--- src/dsoh_pkg.sv ---
// Constants, types and helpers for the DS3/E3 serial overhead port
//
// Contract
// - Transmit overhead port works only in DS3 or E3 framing modes, timed by its clock.
// - Per-bit insert enable picks which transmit overhead bits take the external data.
// - At each transmit overhead clock fall, sample data and enable, update marker.
// - Transmit marker is high for the first X, FAS or FA1 overhead bit.
// - Transmit sequence begins on the falling edge where the marker is high.
// - Received overhead bits go out serially in DS3 or E3 framing modes.
// - In M23 mode the C-bits still appear on the receive overhead output.
// - Receive data and marker update on each receive overhead clock fall.
// - Receive marker is high for the first X, FAS or FA1 overhead bit.
// - Receive sequence begins on the falling edge where the marker is high.
// - Each overhead clock is a low-rate clock paced by overhead bits only.
// - Every overhead port signal, clocks included, has its own polarity inversion.
// - Line clock input is ignored in loop timing or when the adapter clock is selected.
// - By default the line clock input times the transmit side.
// - A framing bit is replaced only when insert enable is active for it.
// - Overwritable bits are T3 X,P,M,F,C; G.751 FAS,RAI,national; G.832 overhead bytes.
package dsoh_pkg;

  localparam int unsigned CLK_PERIOD_NS = 8;
  // Low phase of each overhead clock after its falling edge
  localparam int unsigned OH_LOW_NS = 64;
  localparam int unsigned OH_LOW_CYC = (OH_LOW_NS + CLK_PERIOD_NS - 1) / CLK_PERIOD_NS;
  localparam int unsigned OH_CNT_W = 4;
  localparam logic [OH_CNT_W-1:0] OH_LOW_LAST = OH_CNT_W'(OH_LOW_CYC - 1);
  localparam logic [OH_CNT_W-1:0] OH_CNT_ZERO = 4'h0;
  localparam logic [OH_CNT_W-1:0] OH_CNT_ONE = 4'h1;

  typedef enum logic [2:0] {
    DSOH_MODE_OFF,
    DSOH_MODE_T3_CBIT,
    DSOH_MODE_T3_M23,
    DSOH_MODE_G751,
    DSOH_MODE_G832,
    DSOH_MODE_CLEAR
  } dsoh_mode_t;

  // One bit per port signal; 1 inverts that pin
  typedef struct packed {
    logic tx_clk;
    logic tx_data;
    logic tx_en;
    logic tx_mark;
    logic rx_clk;
    logic rx_data;
    logic rx_mark;
    logic line_clk;
  } dsoh_pol_t;

  // Overhead slot offered by the framer core
  typedef struct packed {
    logic valid;
    logic first;
    logic value;
  } dsoh_slot_t;

  // Merged transmit overhead bit handed back to the framer core
  typedef struct packed {
    logic valid;
    logic value;
    logic replaced;
  } dsoh_tx_bit_t;

  function automatic logic dsoh_framed(input dsoh_mode_t mode);
    return (mode == DSOH_MODE_T3_CBIT) || (mode == DSOH_MODE_T3_M23) ||
           (mode == DSOH_MODE_G751) || (mode == DSOH_MODE_G832);
  endfunction : dsoh_framed

endpackage : dsoh_pkg

--- src/dsoh_port.sv ---
// One port's DS3/E3 serial overhead insertion and extraction port
`timescale 1ns/10ps
module dsoh_port
  import dsoh_pkg::*;
(
  input wire logic i_clk,
  input wire logic i_reset_n,
  input wire dsoh_mode_t i_frame_mode,
  input wire dsoh_pol_t i_polarity,
  input wire logic i_loop_timed,
  input wire logic i_adapter_clock_select_bit,
  input wire logic i_tx_line_clock_in,
  input wire logic i_clock_rate_adapter_tick,
  input wire logic i_rx_recovered_tick,
  input wire dsoh_slot_t i_tx_slot,
  input wire dsoh_slot_t i_rx_slot,
  input wire logic i_tx_oh_data_in,
  input wire logic i_tx_oh_insert_enable,
  output logic o_tx_bit_tick,
  output dsoh_tx_bit_t o_tx_bit,
  output logic o_tx_oh_clock,
  output logic o_tx_oh_start_marker,
  output logic o_rx_oh_clock,
  output logic o_rx_oh_data_out,
  output logic o_rx_oh_start_marker
);

  // Pin synchronisers: the first stage feeds only the second
  logic [1:0] data_sync_r;
  logic [1:0] en_sync_r;
  logic [1:0] lclk_sync_r;
  logic lclk_prev_r;
  logic [1:0] data_sync_nxt;
  logic [1:0] en_sync_nxt;
  logic [1:0] lclk_sync_nxt;
  logic lclk_prev_nxt;

  always_comb begin
    data_sync_nxt = {data_sync_r[0], i_tx_oh_data_in};
    en_sync_nxt = {en_sync_r[0], i_tx_oh_insert_enable};
    lclk_sync_nxt = {lclk_sync_r[0], i_tx_line_clock_in};
    lclk_prev_nxt = lclk_sync_r[1];
  end

  always_ff @(posedge i_clk or negedge i_reset_n) begin
    if (!i_reset_n) begin
      data_sync_r <= 2'h0;
      en_sync_r <= 2'h0;
      lclk_sync_r <= 2'h0;
      lclk_prev_r <= 1'b0;
    end else begin
      data_sync_r <= data_sync_nxt;
      en_sync_r <= en_sync_nxt;
      lclk_sync_r <= lclk_sync_nxt;
      lclk_prev_r <= lclk_prev_nxt;
    end
  end

  logic framed;
  logic tx_data_lvl;
  logic tx_en_lvl;
  logic lclk_lvl;
  logic lclk_prev_lvl;
  logic line_edge;

  assign framed = dsoh_framed(i_frame_mode);
  assign tx_data_lvl = data_sync_r[1] ^ i_polarity.tx_data;
  assign tx_en_lvl = en_sync_r[1] ^ i_polarity.tx_en;
  assign lclk_lvl = lclk_sync_r[1] ^ i_polarity.line_clk;
  assign lclk_prev_lvl = lclk_prev_r ^ i_polarity.line_clk;
  assign line_edge = lclk_lvl && !lclk_prev_lvl;

  // Transmit bit timing source; the pin is not looked at when another source is chosen
  always_comb begin
    if (i_loop_timed) begin
      o_tx_bit_tick = i_rx_recovered_tick;
    end else if (i_adapter_clock_select_bit) begin
      o_tx_bit_tick = i_clock_rate_adapter_tick;
    end else begin
      o_tx_bit_tick = line_edge;
    end
  end

  // Transmit overhead clock, marker and merge
  logic tx_clk_r;
  logic tx_mark_r;
  logic [OH_CNT_W-1:0] tx_cnt_r;
  dsoh_tx_bit_t tx_bit_r;
  logic tx_clk_nxt;
  logic tx_mark_nxt;
  logic [OH_CNT_W-1:0] tx_cnt_nxt;
  dsoh_tx_bit_t tx_bit_nxt;
  logic tx_take;

  // Slots offered while the clock is still low are dropped: the framer spaces them wider
  assign tx_take = i_tx_slot.valid && framed && tx_clk_r;

  always_comb begin
    tx_clk_nxt = tx_clk_r;
    tx_mark_nxt = tx_mark_r;
    tx_cnt_nxt = tx_cnt_r;
    tx_bit_nxt = '0;
    if (!framed) begin
      tx_clk_nxt = 1'b1;
      tx_mark_nxt = 1'b0;
      tx_cnt_nxt = OH_CNT_ZERO;
    end else if (tx_take) begin
      tx_clk_nxt = 1'b0;
      tx_mark_nxt = i_tx_slot.first;
      tx_cnt_nxt = OH_LOW_LAST;
      tx_bit_nxt.valid = 1'b1;
      tx_bit_nxt.replaced = tx_en_lvl;
      tx_bit_nxt.value = tx_en_lvl ? tx_data_lvl : i_tx_slot.value;
    end else if (!tx_clk_r) begin
      if (tx_cnt_r == OH_CNT_ZERO) begin
        tx_clk_nxt = 1'b1;
      end else begin
        tx_cnt_nxt = tx_cnt_r - OH_CNT_ONE;
      end
    end
  end

  always_ff @(posedge i_clk or negedge i_reset_n) begin
    if (!i_reset_n) begin
      tx_clk_r <= 1'b1;
      tx_mark_r <= 1'b0;
      tx_cnt_r <= OH_CNT_ZERO;
      tx_bit_r <= '0;
    end else begin
      tx_clk_r <= tx_clk_nxt;
      tx_mark_r <= tx_mark_nxt;
      tx_cnt_r <= tx_cnt_nxt;
      tx_bit_r <= tx_bit_nxt;
    end
  end

  // Receive overhead clock, data and marker
  logic rx_clk_r;
  logic rx_data_r;
  logic rx_mark_r;
  logic [OH_CNT_W-1:0] rx_cnt_r;
  logic rx_clk_nxt;
  logic rx_data_nxt;
  logic rx_mark_nxt;
  logic [OH_CNT_W-1:0] rx_cnt_nxt;
  logic rx_take;

  // Every overhead slot offered in a framing mode while the clock is high is passed, C-bits included even in M23
  assign rx_take = i_rx_slot.valid && framed && rx_clk_r;

  always_comb begin
    rx_clk_nxt = rx_clk_r;
    rx_data_nxt = rx_data_r;
    rx_mark_nxt = rx_mark_r;
    rx_cnt_nxt = rx_cnt_r;
    if (!framed) begin
      rx_clk_nxt = 1'b1;
      rx_mark_nxt = 1'b0;
      rx_data_nxt = 1'b0;
      rx_cnt_nxt = OH_CNT_ZERO;
    end else if (rx_take) begin
      rx_clk_nxt = 1'b0;
      rx_data_nxt = i_rx_slot.value;
      rx_mark_nxt = i_rx_slot.first;
      rx_cnt_nxt = OH_LOW_LAST;
    end else if (!rx_clk_r) begin
      if (rx_cnt_r == OH_CNT_ZERO) begin
        rx_clk_nxt = 1'b1;
      end else begin
        rx_cnt_nxt = rx_cnt_r - OH_CNT_ONE;
      end
    end
  end

  always_ff @(posedge i_clk or negedge i_reset_n) begin
    if (!i_reset_n) begin
      rx_clk_r <= 1'b1;
      rx_data_r <= 1'b0;
      rx_mark_r <= 1'b0;
      rx_cnt_r <= OH_CNT_ZERO;
    end else begin
      rx_clk_r <= rx_clk_nxt;
      rx_data_r <= rx_data_nxt;
      rx_mark_r <= rx_mark_nxt;
      rx_cnt_r <= rx_cnt_nxt;
    end
  end

  // Pin polarity; the framer-side word never sees inversion
  assign o_tx_bit = tx_bit_r;
  assign o_tx_oh_clock = tx_clk_r ^ i_polarity.tx_clk;
  assign o_tx_oh_start_marker = tx_mark_r ^ i_polarity.tx_mark;
  assign o_rx_oh_clock = rx_clk_r ^ i_polarity.rx_clk;
  assign o_rx_oh_data_out = rx_data_r ^ i_polarity.rx_data;
  assign o_rx_oh_start_marker = rx_mark_r ^ i_polarity.rx_mark;
endmodule : dsoh_port

--- config.mk ---
export PLATFORM = sky130hd
export DESIGN_NAME = dsoh_port
export DESIGN_NICKNAME = d
export VERILOG_FILES = /design/src/dsoh_pkg.sv /design/src/dsoh_port.sv
export SDC_FILE = /design/constraint.sdc
export NUM_CORES = 1
export LEC_CHECK = 0
export ABC_AREA = 1
export BUFFER_PORTS_ARGS = -buffer_cell sky130_fd_sc_hd__buf_2
export CAP_MARGIN = 25
export CORE_ASPECT_RATIO = 1.5
export CORE_MARGIN = 2
export CORE_UTILIZATION = 49
export CTS_CLUSTER_DIAMETER = 120
export DETAILED_ROUTE_END_ITERATION = 10
export PLACE_DENSITY = 0.78
export SLEW_MARGIN = 0
export SYNTH_ARGS = -nofsm -noshare
export SYNTH_HDL_FRONTEND = slang
export SYNTH_SLANG_ARGS = --single-unit
--- constraint.sdc ---
create_clock -name i_clk -period 1.55 [get_ports i_clk]
set_clock_uncertainty 0.1 [all_clocks]
set_input_delay 0.0775 -clock i_clk [delete_from_list [all_inputs] [get_ports i_clk]]
set_output_delay 0.0775 -clock i_clk [all_outputs]
set_load 0.02 [all_outputs]
==> impl_results.md <==
- Status: finished, final reports clean
- Adder-cell share of the synthesized area: 2.21%
- # DRC: 0
- Initial Utilization: 51.2%
- Slew Limit Fails: 0
- Largest net degree at the start of global routing: 24
- Mapped Nets: ~160
- Detailed Route WL: 2.31 mm
- Post-detail-place hpwl: 1.66 mm
- DIE AREA: between 2000 and 3000 µm²
- Clk sinks: 23
- Clock Pin Slew Worst Setup and Hold Paths: between 0.1 and 0.15 ns
- DR vias: 1012
- Port Buffer Count: 34
- Top cell type by total area after synthesis: dfrtp_1
- Max Freq: 0.698 GHz
- Io pins: 35
- Most common library cells after synthesis: 38 x nand2_1, 21 x dfrtp_1, 15 x nand3_1
- VDD IR max: 0.731 mV
- Final hold violations: 0
- Top post-synthesis cells by area: dfrtp_1 47%, nand2_1 13%, nand3_1 6.6%, xor2_1 5.4%, dfstp_2 4.7%
- Placed cell area: 1310 µm²
- Filler cells: 186
- FF-to-FF path depth: 7
- Syn Inst Count: 131
- Clk Latency, worst-skew pair: about 0.31 ns
- Post-Syn Area: 1130 µm²
- Main combinational cell family by area after synthesis: simple AND/OR/NAND/NOR gates
- Design Area, Final: about 1400 µm²
- Most common cell in the synthesized netlist: nand2_1
- Post-synthesis compound-gate area fraction: 3.21%
- Seq/Total Area, Yosys: 51.2%
- Share of cells above drive strength 1: 28.2%
- GP Congestion: 0.829
- CP Capture Type: flip-flop
- Detailed Route Iter0 Violations: 33
- YS warnings: 0
- WL/cell: 11.6 µm
- P_leak: ~0.8 nW
- Async set-reset flop share out of synthesis: 100%
- Wire length of the first global-routing pass: approximately 3.9 mm
- Root Driver: clkbuf_4
- Number of global-route vias before repair: 977
- Period minus WS final: 1.43 ns
- Worst-Margin Slew: 0.506 ns
- WS Path Type: flip-flop to flip-flop
- Yosys top cell area share: between 40% and 50%
- Num rows: 21
- Seq cells post-synth: 23
- Vias/cell: 5.06
- WHS Path Cells: 3
- Mux share of post-synthesis cell area: 0%
- Post-DRT Antenna Nets: 0
- Syn Area/Cell: 8.62 µm²
- Max cap viols: 0
- Setup Buffers After CTS: 0
- Ys flop type: dfrtp_1
- Area delta synth->final: 27.1%
- Final Setup Violations: 0
- Yosys cell types: 17
- Initial antenna violation count: 0
- Die Ht: 62.8 µm
- Chip width: 43.2 µm
- XOR/XNOR Fraction of Synth Area: under 10%
- CTS H-tree lvls: 1
- Final period util: 92.4%
- CTS Buf Count: 3
- Synth Area in Simple Gates: 29.8%
- Core area: 2210 µm²
- Pwr dens: 957 nW/µm²
- All-Layer GR Usage: 19.0%
- Crit path max fanout: 6
- Total grt overflow: 0
- Unrepaired setup endpoints after global routing: no
- Post-Route Setup TNS: 0 ns
- Rel. slew slack: 66.2%
- Final net count: 206
- Worst Setup Start Kind: flip-flop
- Clock Path Buffers: 2
- Worst min-delay path class: primary input to flip-flop
- CTS tree: yes
- EDFF count, synth: 0
- Data arrival, critical path: 1.55 ns
- N_diodes: 0
- Detailed Routing Iterations Pass 1: 4
- Worst Path Required: 1.67 ns
[cell families after synthesis]
kind of cell,after synthesis
AND/OR/NAND/NOR,74
buffers and inverters,17
XOR/XNOR,9
AO/OA/AOI/OAI,6
flip-flops,23
adder cells (fa/ha/maj),2
[power by group]
part	internal [mW]	total [mW]	switching, mW
logic	0.159	0.404	0.246
clock network	0.0966	0.271	0.175
registers	0.660	0.700	0.0393
[metrics by stage]
step | cells | hold WS, ns | worst slack, ns | util, % | power, mW
5_1_grt | 200 | 0.0165 | 0.00928 | 65.1 | 1.47
2_1_floorplan | 131 | -0.318 | 0.278 | - | 0.969
3_5_place_dp | 187 | -0.0248 | 0.111 | 59.5 | 1.09
6_report | 200 | 0.0218 | 0.118 | 65.1 | 1.38
4_1_cts | 200 | 0.00996 | 0.0881 | 64.9 | 1.38
3_3_place_gp | 187 | -0.0322 | 0.150 | 59.5 | 1.06
[cells in the final DEF (no fill, tap or decap)]
master and instances:
a21oi_1 5, buf_2 34, clkbuf_4 3, clkinv_2 1, dfrtp_1 21, dfstp_2 2, dlygate4sd3_1 9, ha_1 2
inv_1 13, inv_2 3, nand2_1 36, nand2_2 5, nand2_4 1, nand3_1 15, nand4_1 8, nor2_1 7
o21bai_2 1, or2_1 2, xnor2_1 2, xor2_1 7
[final timing paths]
check | start | end | slack (ns)
min in group asynchronous | i_reset_n | tx_cnt_r[2] | 0.15
hold / removal | i_polarity[5] | o_tx_bit[0] | 0.02
setup / recovery | tx_cnt_r[0] | tx_cnt_r[0] | 0.12
hold reg to reg | lclk_sync_r[0] | lclk_sync_r[1] | 0.26
max in group asynchronous | i_reset_n | rx_clk_r | 0.84
setup reg to reg | tx_cnt_r[0] | tx_cnt_r[0] | 0.12
[critical path: stages, from the launching register on]
cell	delay (ns)
dfrtp_1	0.42
inv_1	0.11
ha_1	0.19
nand3_1	0.11
nand2_2	0.12
nand2_1	0.12
nand3_1	0.10
nand2_1	0.06
[state kept, by name, summed over array words and instances (netlist names)]
name / cells
rx_mark_r: 1
lclk_prev_r: 1
data_sync_r: 2
tx_cnt_r: 4
o_tx_bit: 3
tx_mark_r: 1
rx_data_r: 1
tx_clk_r: 1
en_sync_r: 2
lclk_sync_r: 2
rx_clk_r: 1
rx_cnt_r: 4
[repair_timing]
action	in CTS	in global routing
hold buffers	9	0
endpoints found under the hold margin	30	0
endpoints found under the setup margin	0	6
gates resized for setup	0	2
[layer usage]
| metal | vias to the layer above | track usage [%] | routed length [µm] |
|---|---|---|---|
| met1 | 472 | 18.6 | 845 |
| met2 | 23 | 35.8 | 1350 |
| met3 | 5 | 3.76 | 74 |
| met5 | - | 0 | 0 |
| li1 | 512 | - | - |
| met4 | 0 | 8.71 | 48 |
[cell type report]
type / count / area (µm²) / share of cell area, %
flip-flops and latches: 23 / 578 / 40.2
clock buffers: 3 / 22.5 / 1.57
inverters: 16 / 60.1 / 4.18
multi-input cells: 91 / 482 / 33.5
repair buffers: 43 / 260 / 18.1
clock inverters: 1 / 5.00 / 0.348
well taps: 23 / 28.8 / 2.00
No activity file was read; power rests on OpenSTA's default activity.
